==> src/hdl/timer2_pkg.sv <==
// Purpose: Constants for the sixteen-bit reload/capture/clock-out timer
// Assumes: Registers reached over classic Wishbone, 8-bit data in low lane
// Notes: Register indices times four give the byte address
package timer2_pkg;
	localparam int ADR_W = 10;
	localparam logic [7:0] IDX_CONTROL = 8'hc8;
	localparam logic [7:0] IDX_MODE = 8'hc9;
	localparam logic [7:0] IDX_COUNT_LOW = 8'hca;
	localparam logic [7:0] IDX_COUNT_HIGH = 8'hcb;
	localparam logic [7:0] IDX_RELOAD_LOW = 8'hcc;
	localparam logic [7:0] IDX_RELOAD_HIGH = 8'hcd;
	localparam logic [7:0] IDX_CONTROL_BIT = 8'hce;
	localparam int OVF_BIT = 7;
	localparam int EXT_BIT = 6;
	localparam int RX_BIT = 5;
	localparam int TX_BIT = 4;
	localparam int EXEN_BIT = 3;
	localparam int RUN_BIT = 2;
	localparam int SRC_BIT = 1;
	localparam int CAP_BIT = 0;
	localparam int UPDN_BIT = 0;
	localparam int CLKOUT_BIT = 1;
	localparam int BITWR_VAL_BIT = 3;
	localparam logic [7:0] CONTROL_RESET = 8'h00;
	localparam logic [1:0] MODE_RESET = 2'h0;
	localparam logic [15:0] COUNT_MAX = 16'hffff;
	localparam int DIV_TIMER = 12;
	localparam int DIV_CLKOUT = 2;
endpackage

==> src/hdl/timer2_tick_if.sv <==
// Purpose: Carries the divided count ticks from prescaler to timer core
// Assumes: Single clock domain, ticks are one-cycle pulses
// Notes: None
`timescale 1ns/100ps
`default_nettype none
interface timer2_tick_if;
	logic div_timer_tick;
	logic div_clkout_tick;
	modport src (output div_timer_tick, output div_clkout_tick);
	modport dst (input div_timer_tick, input div_clkout_tick);
endinterface
`default_nettype wire

==> src/hdl/timer2_pin_sync.sv <==
// Purpose: Two-flop synchroniser with falling-edge pulse for one pin
// Assumes: Pin is asynchronous to core_clk_i
// Notes: Edge is judged only between second and third flop
`timescale 1ns/100ps
`default_nettype none
module timer2_pin_sync (
	input wire logic core_clk_i,
	input wire logic resetn_i,
	input wire logic pin_i,
	output logic level_o,
	output logic fall_o
);
	logic meta_ff;
	logic sync_ff;
	logic prev_ff;

	always_ff @(posedge core_clk_i) begin
		if (!resetn_i) begin
			meta_ff <= 1'b1;
			sync_ff <= 1'b1;
			prev_ff <= 1'b1;
		end else begin
			meta_ff <= pin_i;
			sync_ff <= meta_ff;
			prev_ff <= sync_ff;
		end
	end

	assign level_o = sync_ff;
	assign fall_o = prev_ff & ~sync_ff;
endmodule
`default_nettype wire

==> src/hdl/timer2_prescaler.sv <==
// Purpose: Oscillator dividers for the timer and clock-out rates
// Assumes: core_clk_i is the oscillator
// Notes: Ticks are one-cycle enables, never clocks
`timescale 1ns/100ps
`default_nettype none
module timer2_prescaler import timer2_pkg::*; #(
	parameter int TIMER_DIV = DIV_TIMER,
	parameter int CLKOUT_DIV = DIV_CLKOUT
) (
	input wire logic core_clk_i,
	input wire logic resetn_i,
	timer2_tick_if.src tick
);
	logic [3:0] div_timer_ff;
	logic [3:0] div_clkout_ff;

	always_ff @(posedge core_clk_i) begin
		if (!resetn_i) begin
			div_timer_ff <= 4'h0;
		end else if (div_timer_ff == 4'(TIMER_DIV - 1)) begin
			div_timer_ff <= 4'h0;
		end else begin
			div_timer_ff <= div_timer_ff + 4'h1;
		end
	end

	always_ff @(posedge core_clk_i) begin
		if (!resetn_i) begin
			div_clkout_ff <= 4'h0;
		end else if (div_clkout_ff == 4'(CLKOUT_DIV - 1)) begin
			div_clkout_ff <= 4'h0;
		end else begin
			div_clkout_ff <= div_clkout_ff + 4'h1;
		end
	end

	assign tick.div_timer_tick = (div_timer_ff == 4'(TIMER_DIV - 1));
	assign tick.div_clkout_tick = (div_clkout_ff == 4'(CLKOUT_DIV - 1));
endmodule
`default_nettype wire

==> src/hdl/timer2_reload_capture_clockout.sv <==
// Purpose: Sixteen-bit timer/counter with reload, capture, up/down and clock-out
// Assumes: Classic Wishbone slave, one oscillator clock, synchronous reset
// Notes: Every access acks on the second edge; writes land on the ack edge
`timescale 1ns/100ps
`default_nettype none

module timer2_reload_capture_clockout import timer2_pkg::*; (
	input wire logic core_clk_i,
	input wire logic resetn_i,
	input wire logic wb_cyc_i,
	input wire logic wb_stb_i,
	input wire logic wb_we_i,
	input wire logic [3:0] wb_sel_i,
	input wire logic [ADR_W-1:0] wb_adr_i,
	input wire logic [31:0] wb_dat_i,
	output logic [31:0] wb_dat_o,
	output logic wb_ack_o,
	input wire logic count_clock_pin_i,
	output logic count_clock_pin_o,
	output logic count_clock_pin_oe_n_o,
	input wire logic direction_trigger_pin_i,
	input wire logic timer1_overflow_i,
	output logic rx_baud_clock_o,
	output logic tx_baud_clock_o,
	output logic timer_irq_req_o
);
	////////////////////////////////////////////////////////////////////////////
	function automatic logic reg_hit(input logic [ADR_W-1:0] adr, input logic [7:0] idx);
		return adr[ADR_W-1:2] == idx;
	endfunction

	logic [7:0] control_ff;
	logic [1:0] mode_ff;
	logic [7:0] count_low_ff;
	logic [7:0] count_high_ff;
	logic [7:0] reload_low_ff;
	logic [7:0] reload_high_ff;
	logic clkout_ff;
	logic rx_baud_ff;
	logic tx_baud_ff;
	logic ack_ff;
	logic [31:0] rdata_ff;
	logic pin_level;
	logic pin_fall;
	logic dir_level;
	logic dir_fall;
	logic [15:0] count;
	logic [15:0] reload;
	logic wr_go;
	logic wr_control;
	logic wr_bit;
	logic baud_mode;
	logic clock_out;
	logic tick_sel;
	logic advance;
	logic updn_mode;
	logic count_down;
	logic up_wrap;
	logic dn_wrap;
	logic wrap;
	logic ext_evt;
	logic capture;
	logic ext_reload;
	logic ovf_set;
	logic ext_set;
	logic ext_toggle;
	logic reload_on_wrap;
	logic [7:0] sw_control;
	logic [7:0] nxt_control;
	logic [15:0] nxt_count;
	logic [7:0] rd_mux;

	timer2_tick_if ticks ();

	timer2_prescaler u_prescaler (
		.core_clk_i(core_clk_i),
		.resetn_i(resetn_i),
		.tick(ticks.src)
	);

	timer2_pin_sync u_count_pin_sync (
		.core_clk_i(core_clk_i),
		.resetn_i(resetn_i),
		.pin_i(count_clock_pin_i),
		.level_o(pin_level),
		.fall_o(pin_fall)
	);

	timer2_pin_sync u_dir_pin_sync (
		.core_clk_i(core_clk_i),
		.resetn_i(resetn_i),
		.pin_i(direction_trigger_pin_i),
		.level_o(dir_level),
		.fall_o(dir_fall)
	);

	////////////////////////////////////////////////////////////////////////////
	// Timer datapath decode
	always_comb begin
		count = {count_high_ff, count_low_ff};
		reload = {reload_high_ff, reload_low_ff};
		wr_go = wb_cyc_i & wb_stb_i & ack_ff & wb_we_i & wb_sel_i[0];
		wr_control = wr_go & reg_hit(wb_adr_i, IDX_CONTROL);
		wr_bit = wr_go & reg_hit(wb_adr_i, IDX_CONTROL_BIT);
		baud_mode = control_ff[RX_BIT] | control_ff[TX_BIT];
		clock_out = mode_ff[CLKOUT_BIT];
		// Clock-out must run from the internal rate; source bit is software's job
		if (control_ff[SRC_BIT]) begin
			tick_sel = pin_fall;
		end else if (clock_out) begin
			tick_sel = ticks.div_clkout_tick;
		end else begin
			tick_sel = ticks.div_timer_tick;
		end
		advance = control_ff[RUN_BIT] & tick_sel;
		updn_mode = mode_ff[UPDN_BIT] & ~baud_mode & ~control_ff[CAP_BIT];
		count_down = updn_mode & ~dir_level;
		up_wrap = advance & ~count_down & (count == COUNT_MAX);
		dn_wrap = advance & count_down & (count == reload);
		wrap = up_wrap | dn_wrap;
		ext_evt = dir_fall & control_ff[EXEN_BIT] & ~baud_mode;
		capture = ext_evt & control_ff[CAP_BIT];
		ext_reload = ext_evt & ~control_ff[CAP_BIT] & ~updn_mode;
		ovf_set = wrap & ~baud_mode & ~clock_out;
		ext_set = capture | ext_reload;
		ext_toggle = wrap & updn_mode;
		// Capture mode keeps its captured value, so an overflow rolls over to zero unless serial clock or clock-out mode is on
		reload_on_wrap = ~control_ff[CAP_BIT] | baud_mode | clock_out;
	end

	////////////////////////////////////////////////////////////////////////////
	// Next count: wrap, trigger reload, then a step
	always_comb begin
		nxt_count = count;
		if ((up_wrap && reload_on_wrap) || ext_reload) begin
			nxt_count = reload;
		end else if (dn_wrap) begin
			nxt_count = COUNT_MAX;
		end else if (advance && count_down) begin
			nxt_count = count - 16'h0001;
		end else if (advance) begin
			nxt_count[7:0] = count_low_ff + 8'h01;
			nxt_count[15:8] = count_high_ff + {7'h00, &count_low_ff};
		end
	end

	always_ff @(posedge core_clk_i) begin
		if (!resetn_i) begin
			count_low_ff <= 8'h00;
			count_high_ff <= 8'h00;
		end else begin
			// Software write wins over a step in the same cycle
			count_low_ff <= (wr_go && reg_hit(wb_adr_i, IDX_COUNT_LOW)) ?
				wb_dat_i[7:0] : nxt_count[7:0];
			count_high_ff <= (wr_go && reg_hit(wb_adr_i, IDX_COUNT_HIGH)) ?
				wb_dat_i[7:0] : nxt_count[15:8];
		end
	end

	// Capture wins over a software write so a trigger event is never lost
	always_ff @(posedge core_clk_i) begin
		if (!resetn_i) begin
			reload_low_ff <= 8'h00;
			reload_high_ff <= 8'h00;
		end else if (capture) begin
			reload_low_ff <= count_low_ff;
			reload_high_ff <= count_high_ff;
		end else begin
			if (wr_go && reg_hit(wb_adr_i, IDX_RELOAD_LOW)) begin
				reload_low_ff <= wb_dat_i[7:0];
			end
			if (wr_go && reg_hit(wb_adr_i, IDX_RELOAD_HIGH)) begin
				reload_high_ff <= wb_dat_i[7:0];
			end
		end
	end

	////////////////////////////////////////////////////////////////////////////
	// Control register with single-bit write port; hardware sets win over clears
	always_comb begin
		sw_control = control_ff;
		if (wr_control) begin
			sw_control = wb_dat_i[7:0];
		end else if (wr_bit) begin
			sw_control[wb_dat_i[2:0]] = wb_dat_i[BITWR_VAL_BIT];
		end
		nxt_control = sw_control;
		nxt_control[OVF_BIT] = sw_control[OVF_BIT] | ovf_set;
		if (updn_mode) begin
			nxt_control[EXT_BIT] = sw_control[EXT_BIT] ^ ext_toggle;
		end else begin
			nxt_control[EXT_BIT] = sw_control[EXT_BIT] | ext_set;
		end
	end

	always_ff @(posedge core_clk_i) begin
		if (!resetn_i) begin
			control_ff <= CONTROL_RESET;
		end else begin
			control_ff <= nxt_control;
		end
	end

	always_ff @(posedge core_clk_i) begin
		if (!resetn_i) begin
			mode_ff <= MODE_RESET;
		end else if (wr_go && reg_hit(wb_adr_i, IDX_MODE)) begin
			mode_ff <= wb_dat_i[1:0];
		end
	end

	////////////////////////////////////////////////////////////////////////////
	// Clock-out pin and serial clock routing
	always_ff @(posedge core_clk_i) begin
		if (!resetn_i) begin
			clkout_ff <= 1'b0;
		end else if (!clock_out) begin
			clkout_ff <= 1'b0;
		end else if (wrap) begin
			clkout_ff <= ~clkout_ff;
		end
	end

	// Overflow pulses replace timer 1 overflows; RX_BIT and TX_BIT each select one clock on its own
	always_ff @(posedge core_clk_i) begin
		if (!resetn_i) begin
			rx_baud_ff <= 1'b0;
			tx_baud_ff <= 1'b0;
		end else begin
			rx_baud_ff <= control_ff[RX_BIT] ? wrap : timer1_overflow_i;
			tx_baud_ff <= control_ff[TX_BIT] ? wrap : timer1_overflow_i;
		end
	end

	assign count_clock_pin_o = clkout_ff;
	assign count_clock_pin_oe_n_o = ~clock_out;
	assign rx_baud_clock_o = rx_baud_ff;
	assign tx_baud_clock_o = tx_baud_ff;
	// External flag requests only outside up/down mode
	assign timer_irq_req_o = control_ff[OVF_BIT] | (control_ff[EXT_BIT] & ~updn_mode);

	////////////////////////////////////////////////////////////////////////////
	// Wishbone slave: ack on second edge, unmapped reads zero
	always_comb begin
		rd_mux = 8'h00;
		if (reg_hit(wb_adr_i, IDX_CONTROL)) begin
			rd_mux = control_ff;
		end else if (reg_hit(wb_adr_i, IDX_MODE)) begin
			rd_mux = {6'h00, mode_ff};
		end else if (reg_hit(wb_adr_i, IDX_COUNT_LOW)) begin
			rd_mux = count_low_ff;
		end else if (reg_hit(wb_adr_i, IDX_COUNT_HIGH)) begin
			rd_mux = count_high_ff;
		end else if (reg_hit(wb_adr_i, IDX_RELOAD_LOW)) begin
			rd_mux = reload_low_ff;
		end else if (reg_hit(wb_adr_i, IDX_RELOAD_HIGH)) begin
			rd_mux = reload_high_ff;
		end
	end

	always_ff @(posedge core_clk_i) begin
		if (!resetn_i) begin
			ack_ff <= 1'b0;
		end else begin
			ack_ff <= wb_cyc_i & wb_stb_i & ~ack_ff;
		end
	end

	always_ff @(posedge core_clk_i) begin
		if (!resetn_i) begin
			rdata_ff <= 32'h0000_0000;
		end else if (wb_cyc_i && wb_stb_i && !ack_ff) begin
			rdata_ff <= {24'h00_0000, rd_mux};
		end
	end

	assign wb_ack_o = ack_ff;
	assign wb_dat_o = rdata_ff;
endmodule
`default_nettype wire

==> config.mk <==
export PLATFORM = sky130hd
export DESIGN_NAME = timer2_reload_capture_clockout
export DESIGN_NICKNAME = d
export VERILOG_FILES = /design/src/hdl/timer2_pkg.sv /design/src/hdl/timer2_tick_if.sv /design/src/hdl/timer2_pin_sync.sv /design/src/hdl/timer2_prescaler.sv /design/src/hdl/timer2_reload_capture_clockout.sv
export SDC_FILE = /design/constraint.sdc
export NUM_CORES = 1
export LEC_CHECK = 0
export BUFFER_PORTS_ARGS = -buffer_cell sky130_fd_sc_hd__buf_2
export CAP_MARGIN = 5
export CORE_MARGIN = 4
export CORE_UTILIZATION = 50
export DETAILED_ROUTE_END_ITERATION = 10
export PLACE_DENSITY = 0.73
export SLEW_MARGIN = 5
export SYNTH_ARGS = -nofsm -noshare
export SYNTH_HDL_FRONTEND = slang
export SYNTH_SLANG_ARGS = --single-unit
==> constraint.sdc <==
create_clock -name core_clk_i -period 5.98 [get_ports core_clk_i]
set_input_delay 0.299 -clock core_clk_i [delete_from_list [all_inputs] [get_ports core_clk_i]]
set_output_delay 0.299 -clock core_clk_i [all_outputs]
set_load 0.01 [all_outputs]
==> results.json, run 1 <==
{
  "yosysUniqueCellTypes": 79,
  "placed_area_sq_um": 4818,
  "routed_wl_um": 14150,
  "outcome": "finished clean",
  "avgSynthCellArea_sq_um": 7.921,
  "finalMaxSlewViolations": 0,
  "ys_seq_area_share_pct": 28.59,
  "place_hpwl_um": 10230,
  "vias": 4667,
  "hold_violations": 0,
  "fin_hold_ws_ns": 0.1232,
  "first_pass_iters": 6,
  "critPathKind": "reg2reg",
  "skew_ns": 0.006619,
  "antenna_found_initial": 0,
  "postCtsSetupBuffers": 0,
  "grt_max_degree": 47,
  "critPathLaunchType": "flip-flop",
  "synth_area_leaders": "dfxtp_1, mux2i_1, nor2_1",
  "drt-wirelength-per-cell_um": 19.12,
  "crit_path_end_kind": "flip-flop",
  "fillerInstances": 846,
  "cts_hold_buf": 0,
  "grt_pass1_wl_um": 22090,
  "die_area_sq_um": 11150,
  "setup_violations": 0,
  "min_from": "direction_trigger_pin_i",
  "tightest_slew_ns": 0.9108,
  "place_inst": 724,
  "ir_drop_v": 0.0001597,
  "maxSlewHeadroom_pct": 38.78,
  "yosysWarnings": 0,
  "numCtsBuffers": 9,
  "synth_top_family_by_area": "simple AND/OR/NAND/NOR gates",
  "areaGrowthSynthToFinish_pct": 6.623,
  "num_antenna_cells": 0,
  "gr-total-overflow": 0,
  "drt_iter0_drc": 432,
  "netlist_area_sq_um": 4761,
  "clk_pin_slew_worst_paths_ns": 0.08,
  "worstSetupStartpoint": "u_prescaler.div_clkout_ff[1]",
  "synth_edf_count": 0,
  "synth_compound_area_share_pct": 23.29,
  "nets": 667,
  "path_max_fanout": 19,
  "cts_root_buffer": "clkbuf_8",
  "h-tree-depth": 3,
  "yosys.area.top_type_share_pct": 28.59,
  "clk_latency_ns": 0.35,
  "antenna_left": 0,
  "synth_top_cell_by_area": "dfxtp_1",
  "finalNonFillerCells": 740,
  "synth_xor_area_share_pct": 4.599,
  "drcViolationCount": 0,
  "fin_setup_tns_ns": 0,
  "synthArstFlopShare_pct": 0,
  "min_path_type": "in2reg",
  "synthFlopType": "dfxtp_1",
  "finalCriticalPeriod_ns": 3.052,
  "pin_count": 92,
  "p_leak_uw": 0.002067,
  "gp_congestion": 0.9622,
  "rsz0062_at_grt": "no",
  "grt_usage_pct": 24.77,
  "mostFrequentLayoutCells": "nor2_1, dfxtp_1, nand2_1, buf_2, mux2i_1",
  "dieHeight_um": 105.6,
  "final_area_sq_um": 5076,
  "cts_sinks": 68,
  "cts_tree": "done",
  "ctsResizeCount": 0,
  "vias_per_cell": 6.307,
  "synthAdderAreaFrac_pct": 1.840,
  "fmax_mhz": 327.7,
  "num_rows": 35,
  "fp.coreArea_sq_um": 9240,
  "syn_inst": 601,
  "final_common_cell": "nor2_1",
  "seqCellArea_sq_um": 1361,
  "setup_slack_ns": 2.928,
  "power.density_nw_per_um2": 202.0,
  "grt_pass1_vias": 4229,
  "clk_path_buf_depth": 2,
  "synth-simple-area-share_pct": 24.10,
  "drive_gt1_share_pct": 13.09,
  "worstPathArrival_ns": 3.24,
  "r2r_start": "u_prescaler.div_clkout_ff[1]",
  "drv_cap": 0,
  "finalCritPeriodShare_pct": 51.03,
  "numPortBuffers": 38,
  "multi_input_area_sq_um": 3034,
  "synth_seq_cells": 68,
  "required_ns": 6.17,
  "dieWidth_um": 105.6,
  "muxShareOfSynthArea_pct": 8.016,
  "initial_utilization_pct": 51.52,
  "pre_cts_slack_ns": 3.046
}
==> stage by stage <==
stage / utilization (%) / power (uW)
after global routing: 54.94 / 1053
after CTS: 54.94 / 1025
after global placement: 52.15 / 542.3
after detailed placement: 52.15 / 544.1
after floorplan: - / 531.4
final: 54.94 / 1026
==> cell type report <==
type | instances | share of cell area, %
Multi-Input combinational cell | 470 | 59.77
Sequential cell | 68 | 26.82
Timing Repair Buffer | 38 | 3.747
Tap cell | 129 | 3.180
Clock buffer | 11 | 2.982
Clock inverter | 5 | 2.095
Inverter | 19 | 1.405
==> synth_stat cells (all sizes together) (17+ instances only) <==
| library cell | count |
|---|---|
| a211oi | 23 |
| inv | 19 |
| nand3 | 18 |
| mux2i | 37 |
| nand2 | 42 |
| clkbuf | 20 |
| xor2 | 18 |
| a21oi | 24 |
| nor2 | 77 |
| buf | 47 |
| o21ai | 28 |
| dfxtp | 68 |
| a31oi | 17 |
==> critical path, stage by stage (launching register included) <==
cell      delay [ns]
dfxtp_1         0.36
inv_1           0.05
ha_1            0.19
nor3b_1         0.17
a211o_2         0.41
a21oi_2         0.71
nor2_1          0.43
a221oi_1        0.43
a221oi_1        0.14
==> registers in the layout, indices dropped and copies added (netlist names) <==
register / cells
u_dir_pin_sync.prev_ff: 1
count_high_ff: 8
wb_dat_o: 8
reload_low_ff: 8
u_count_pin_sync.meta_ff: 1
count_low_ff: 8
tx_baud_clock_o: 1
control_ff: 8
wb_ack_o: 1
u_dir_pin_sync.level_o: 1
u_prescaler.div_timer_ff: 4
u_dir_pin_sync.meta_ff: 1
u_prescaler.div_clkout_ff: 4
reload_high_ff: 8
u_count_pin_sync.level_o: 1
rx_baud_clock_o: 1
u_count_pin_sync.prev_ff: 1
mode_ff: 2
count_clock_pin_o: 1
==> metal layers <==
layer  track usage (%)  vias to the layer above  wire length, um
li1                  -                     2160                -
met1             33.08                     2191             5911
met2             39.44                      265             6376
met3             6.124                       51             1531
met4             7.678                        0              327
met5                 0                        -                0
==> power breakdown <==
group | switching (uW) | internal, uW | total, uW
clock network | 188 | 301 | 489
registers | 4.84 | 460 | 464
logic | 51.8 | 20.0 | 71.8
total | 245 | 781 | 1030
==> cell families (layout without fill, tap and decap cells) <==
family / Yosys count / after routing
AO/OA/AOI/OAI: 157 / 157
XOR/XNOR: 25 / 25
adder cells (fa/ha/maj): 7 / 7
buffers and inverters: 86 / 73
flip-flops: 68 / 68
multiplexers: 38 / 38
other: 1 / 24
AND/OR/NAND/NOR: 219 / 219
==> path summary, 6_finish.rpt <==
kind / end / slack (ns) / depth (start not counted)
max: count_high_ff[0] / 2.93 / 8
min: u_dir_pin_sync.meta_ff / 0.12 / 2
max reg2reg: count_high_ff[0] / 2.93 / 8
min reg2reg: u_dir_pin_sync.level_o / 0.41 / 1
Power figures use the tool's default switching activity.
==> run 2: changes to the inputs <==
==> constraint.sdc (replaced) <==
create_clock -name core_clk_i -period 2.9 [get_ports core_clk_i]
set_input_delay 0.145 -clock core_clk_i [delete_from_list [all_inputs] [get_ports core_clk_i]]
set_output_delay 0.145 -clock core_clk_i [all_outputs]
set_load 0.01 [all_outputs]
==> results.json, run 2 (same netlist as run 1, synthesis figures left out) <==
{
  "finalCriticalPeriod_ns": 2.706,
  "power.density_nw_per_um2": 393.7,
  "critPathKind": "reg2reg",
  "final_common_cell": "nor2_1",
  "p_leak_uw": 0.002128,
  "critPathLaunchType": "flip-flop",
  "grt_pass1_vias": 4511,
  "antenna_found_initial": 0,
  "skew_ns": 0.008754,
  "clk_latency_ns": 0.36,
  "first_pass_iters": 5,
  "drv_cap": 0,
  "gp_congestion": 1.048,
  "vias": 4765,
  "min_from": "timer1_overflow_i",
  "cts_root_buffer": "clkbuf_8",
  "worstPathArrival_ns": 2.97,
  "num_rows": 35,
  "fin_setup_tns_ns": 0,
  "finalMaxSlewViolations": 0,
  "numCtsBuffers": 9,
  "grt_pass1_wl_um": 23230,
  "grt_usage_pct": 25.78,
  "drt_iter0_drc": 628,
  "tightest_slew_ns": 0.8513,
  "ir_drop_v": 0.0003788,
  "fmax_mhz": 369.6,
  "r2r_cells": 8,
  "hold_end": "rx_baud_clock_o",
  "num_antenna_cells": 0,
  "gr-total-overflow": 0,
  "drt-wirelength-per-cell_um": 18.90,
  "initial_utilization_pct": 51.52,
  "nets": 682,
  "cts_sinks": 68,
  "dieHeight_um": 105.6,
  "min_path_cells": 3,
  "grt_max_degree": 47,
  "hold_violations": 0,
  "drive_gt1_share_pct": 15.02,
  "worstReg2RegEnd": "count_low_ff[0]",
  "rsz0062_at_grt": "no",
  "clk_pin_slew_worst_paths_ns": 0.08,
  "pre_cts_slack_ns": 0.1450,
  "routed_wl_um": 14270,
  "areaGrowthSynthToFinish_pct": 8.725,
  "fin_hold_ws_ns": 0.03372,
  "fp.coreArea_sq_um": 9240,
  "path_max_fanout": 10,
  "r2r_start": "count_low_ff[1]",
  "numPortBuffers": 38,
  "maxSlewHeadroom_pct": 43.16,
  "setup_violations": 0,
  "antenna_left": 0,
  "ff2ff_setup_slack_ns": 0.19,
  "pin_count": 92,
  "h-tree-depth": 3,
  "vias_per_cell": 6.311,
  "finalCritPeriodShare_pct": 93.31,
  "drcViolationCount": 0,
  "outcome": "finished clean",
  "crit_path_end_kind": "flip-flop",
  "place_hpwl_um": 10600,
  "required_ns": 3.16,
  "postCtsSetupBuffers": 0,
  "dieWidth_um": 105.6,
  "die_area_sq_um": 11150,
  "setup_slack_ns": 0.1940,
  "fillerInstances": 876,
  "clk_path_buf_depth": 2,
  "cts_tree": "done",
  "mostFrequentLayoutCells": "nor2_1, dfxtp_1, nand2_1, buf_2, mux2i_1",
  "min_path_type": "in2reg"
}
run 2: per-stage QoR:
step	util (%)	cells	power, uW	cell area [sq um]
2_1_floorplan	-	624	1096	4847
3_3_place_gp	53.20	737	1118	4916
3_5_place_dp	53.20	737	1122	4916
4_1_cts	55.96	755	2041	5171
5_1_grt	56.02	755	2092	5176
6_report	56.02	755	2038	5176
run 2: worst max-delay path by stage:
stage                            startpoint              end  slack (ns)  cells after the start
3_5_place_dp               count_high_ff[2]  count_low_ff[0]        0.14                      7
4_1_cts                    count_high_ff[2]  count_low_ff[0]        0.13                      7
5_1_grt                     count_low_ff[1]  count_low_ff[0]        0.04                      8
6_report                    count_low_ff[1]  count_low_ff[0]        0.19                      8
3_3_place_gp               count_high_ff[2]  count_low_ff[0]        0.27                      7
2_1_floorplan  u_prescaler.div_clkout_ff[1]  count_low_ff[0]        0.81                     10
run 2: metal layers:
| metal | share of wire (%) | global-route usage [%] |
|---|---|---|
| met3 | 11 | 5.328 |
| met5 | 0 | 0 |
| met2 | 46 | 42.12 |
| met4 | 2.5 | 8.233 |
| met1 | 41 | 34.08 |
run 2: report_power, final:
group	switching [uW]	internal, uW	leakage, uW
logic	105	43.3	0.00147
registers	10.1	947	0.000551
clock network	400	533	0.000112
total	515	1520	0.00213
run 2: final cells by class:
| class | instances | area [sq um] | area share (%) |
|---|---|---|---|
| Sequential cell | 68 | 1361 | 26.30 |
| Clock inverter | 5 | 83.83 | 1.620 |
| Multi-Input combinational cell | 470 | 3039 | 58.71 |
| Tap cell | 129 | 161.4 | 3.118 |
| Timing Repair Buffer | 53 | 307.8 | 5.946 |
| Inverter | 19 | 71.32 | 1.378 |
| Clock buffer | 11 | 151.4 | 2.925 |
run 2: worst max-delay path: stages, from the launching register on:
cell,delay (ns)
dfxtp_1,0.61
ha_1,0.30
nand3_1,0.09
nor2_1,0.29
a31oi_2,0.25
or2_1,0.43
o21ai_2,0.20
o221ai_2,0.16
a221oi_2,0.27
run 2: timing repair:
| action | in CTS | in global routing |
|---|---|---|
| resized for setup | 0 | 1 |
| setup endpoints to repair | 0 | 2 |
| hold endpoints to repair | 2 | 0 |
| hold buffers | 2 | 0 |
==> run 3: changes to the inputs <==
--- a/config.mk
+++ b/config.mk
@@ -5,6 +5,7 @@
 export SDC_FILE = /design/constraint.sdc
 export NUM_CORES = 1
 export LEC_CHECK = 0
+export ABC_AREA = 1
 export BUFFER_PORTS_ARGS = -buffer_cell sky130_fd_sc_hd__buf_2
 export CAP_MARGIN = 5
 export CORE_MARGIN = 4
==> results.json, run 3 <==
{
  "finalCriticalPeriod_ns": 2.343,
  "mostFrequentLayoutCells": "nand2_1, nor2_1, inv_1, dfxtp_1, nand3_1",
  "hold_violations": 0,
  "rsz0062_at_grt": "no",
  "maxSlewHeadroom_pct": 36.38,
  "nets": 921,
  "drv_cap": 0,
  "grt_usage_pct": 27.75,
  "synthFlopType": "dfxtp_1",
  "h-tree-depth": 3,
  "drive_gt1_share_pct": 11.68,
  "critPathCapture": "count_high_ff[7]",
  "synth_top_family_by_area": "simple AND/OR/NAND/NOR gates",
  "drcViolationCount": 0,
  "synthArstFlopShare_pct": 0,
  "dieHeight_um": 108.0,
  "required_ns": 3.14,
  "r2r_cells": 14,
  "yosysWarnings": 0,
  "synth_compound_area_share_pct": 13.58,
  "synth_xor_area_share_pct": 4.377,
  "gp_congestion": 1.031,
  "clk_pin_slew_worst_paths_ns": 0.08,
  "fmax_mhz": 426.8,
  "gr-total-overflow": 0,
  "placed_area_sq_um": 5192,
  "synthAdderAreaFrac_pct": 1.751,
  "r2r_start": "count_low_ff[0]",
  "skew_ns": 0.009951,
  "num_rows": 36,
  "drt-wirelength-per-cell_um": 15.86,
  "crit_path_end_kind": "flip-flop",
  "p_leak_uw": 0.002454,
  "ir_drop_v": 0.0003541,
  "areaGrowthSynthToFinish_pct": 8.179,
  "critPathLaunchType": "flip-flop",
  "routed_wl_um": 15830,
  "finalNonFillerCells": 998,
  "first_pass_iters": 5,
  "worstSetupStartpoint": "count_low_ff[0]",
  "pin_count": 92,
  "synth_top_cell_by_area": "dfxtp_1",
  "antenna_left": 0,
  "cts_root_buffer": "clkbuf_8",
  "ff2ff_setup_slack_ns": 0.56,
  "numCtsBuffers": 9,
  "place_inst": 980,
  "clk_path_buf_depth": 2,
  "ys_seq_area_share_pct": 27.21,
  "initial_utilization_pct": 51.18,
  "ctsResizeCount": 0,
  "synth_area_leaders": "dfxtp_1, nand2_1, nor2_1",
  "grt_pass1_wl_um": 24900,
  "critPathKind": "reg2reg",
  "crit_chain": "ha_1, nand3_4, nor2_4, ha_1, nand3_1, nor2_1, nand3_1, xor2_1, nand2_1, nand2_1, nor2_1, nand2_1, nand2_1, a21oi_1",
  "avgSynthCellArea_sq_um": 6.041,
  "grt_pass1_vias": 4689,
  "vias": 5378,
  "die_area_sq_um": 11670,
  "synth-simple-area-share_pct": 39.84,
  "muxShareOfSynthArea_pct": 0,
  "yosysUniqueCellTypes": 40,
  "min_path_type": "in2reg",
  "clk_latency_ns": 0.36,
  "cts_sinks": 68,
  "numPortBuffers": 38,
  "yosysMostFrequentCell": "nand2_1",
  "dieWidth_um": 108.0,
  "worstPathArrival_ns": 2.58,
  "setup_violations": 0,
  "fin_setup_tns_ns": 0,
  "final_area_sq_um": 5411,
  "vias_per_cell": 5.389,
  "worstReg2RegEnd": "count_high_ff[7]",
  "synth_edf_count": 0,
  "fp.coreArea_sq_um": 9774,
  "antenna_found_initial": 0,
  "synth_common_cells": "nand2_1, nor2_1, inv_1",
  "finalCritPeriodShare_pct": 80.80,
  "cts_tree": "done",
  "drt_iter0_drc": 505,
  "outcome": "finished clean",
  "power.density_nw_per_um2": 358.5,
  "final_common_cell": "nand2_1",
  "syn_inst": 828,
  "path_max_fanout": 6,
  "cpPeakStageDelay_ns": 0.44,
  "crit_path_frequent_cell": "nand2_1",
  "netlist_area_sq_um": 5002,
  "place_hpwl_um": 11820,
  "finalMaxSlewViolations": 0,
  "num_antenna_cells": 0,
  "grt_max_degree": 28,
  "synth_seq_cells": 68,
  "tightest_slew_ns": 0.9508,
  "yosys.area.top_type_share_pct": 27.21,
  "cp_slowest_cell": "dfxtp_1"
}
run 3: cell count changes after synthesis, moves of 8 or more:
cell and change:
a22oi_1 -8, inv_2 +10, nand2_1 +183, a211oi_1 -20, a21oi_1 +22, inv_1 +63, nand2b_1 -10, o21ai_0 +18
a31oi_1 -10, nor2_1 +59, nand3_1 +42, mux2i_1 -37
run 3: repair_timing:
action | CTS | global route
hold buffers | 2 | 0
endpoints found under the hold margin | 2 | 0
buffers inserted | 0 | 0
run 3: where the power goes:
part / total (uW) / switching [uW] / internal (uW)
clock: 827 / 426 / 402
combinational: 150 / 104 / 45.4
sequential: 963 / 10.7 / 952
total: 1940 / 541 / 1400
run 3: worst min-delay path by stage:
stage / slack, ns / from / to / cells after the start
after floorplan: 0.25 / count_clock_pin_i / u_count_pin_sync.meta_ff / 1
after global placement: 0.33 / count_clock_pin_i / u_count_pin_sync.meta_ff / 2
after detailed placement: 0.34 / direction_trigger_pin_i / u_dir_pin_sync.meta_ff / 2
after CTS: 0.13 / wb_dat_i[4] / control_ff[4] / 3
after global routing: 0.14 / wb_dat_i[4] / control_ff[4] / 3
final: 0.14 / wb_dat_i[4] / control_ff[4] / 3
run 3: stage by stage:
step / power [uW] / worst slack [ns] / hold WS (ns) / util [%]
finish: 1940 / 0.5568 / 0.1449 / 55.36
global route: 2007 / 0.3363 / 0.1410 / 55.36
CTS: 1944 / 0.5697 / 0.1301 / 55.36
detailed placement: 1129 / 0.5925 / 0.3444 / 53.12
global placement: 1128 / 0.6196 / 0.3312 / 53.12
floorplan: 1096 / 0.9317 / 0.2516 / -
run 3: logic make-up after synthesis:
logic type               after synthesis
flip-flops                            68
adder cells (fa/ha/maj)                7
AO/OA/AOI/OAI                        123
buffers and inverters                143
XOR/XNOR                              25
other                                  1
AND/OR/NAND/NOR                      461
run 3: cell type report:
cell class                 count  area (sq um)
clock inverter                 7         75.07
clock buffer                   9         123.9
tap                          133         166.4
fill                        1055          4363
multi-input combinational    640          3069
inverter                      94         352.8
sequential                    68          1361
timing repair buffer          47         262.8
run 3: metal layers:
metal / track usage [%] / share of wire [%] / up-vias
met3: 5.970 / 12 / 38
met2: 40.90 / 42 / 292
met5: 0 / 0 / -
li1: - / - / 2659
met4: 10.73 / 3.4 / 0
met1: 39.47 / 43 / 2389
run 3: critical path: cells and delay by family, from the launching register on:
| kind | cells | cell delay (ns) |
|---|---|---|
| XOR/XNOR | 1 | 0.15 |
| AO/OA/AOI/OAI | 1 | 0.06 |
| flip-flops | 1 | 0.44 |
| AND/OR/NAND/NOR | 10 | 1.08 |
| adder cells (fa/ha/maj) | 2 | 0.49 |
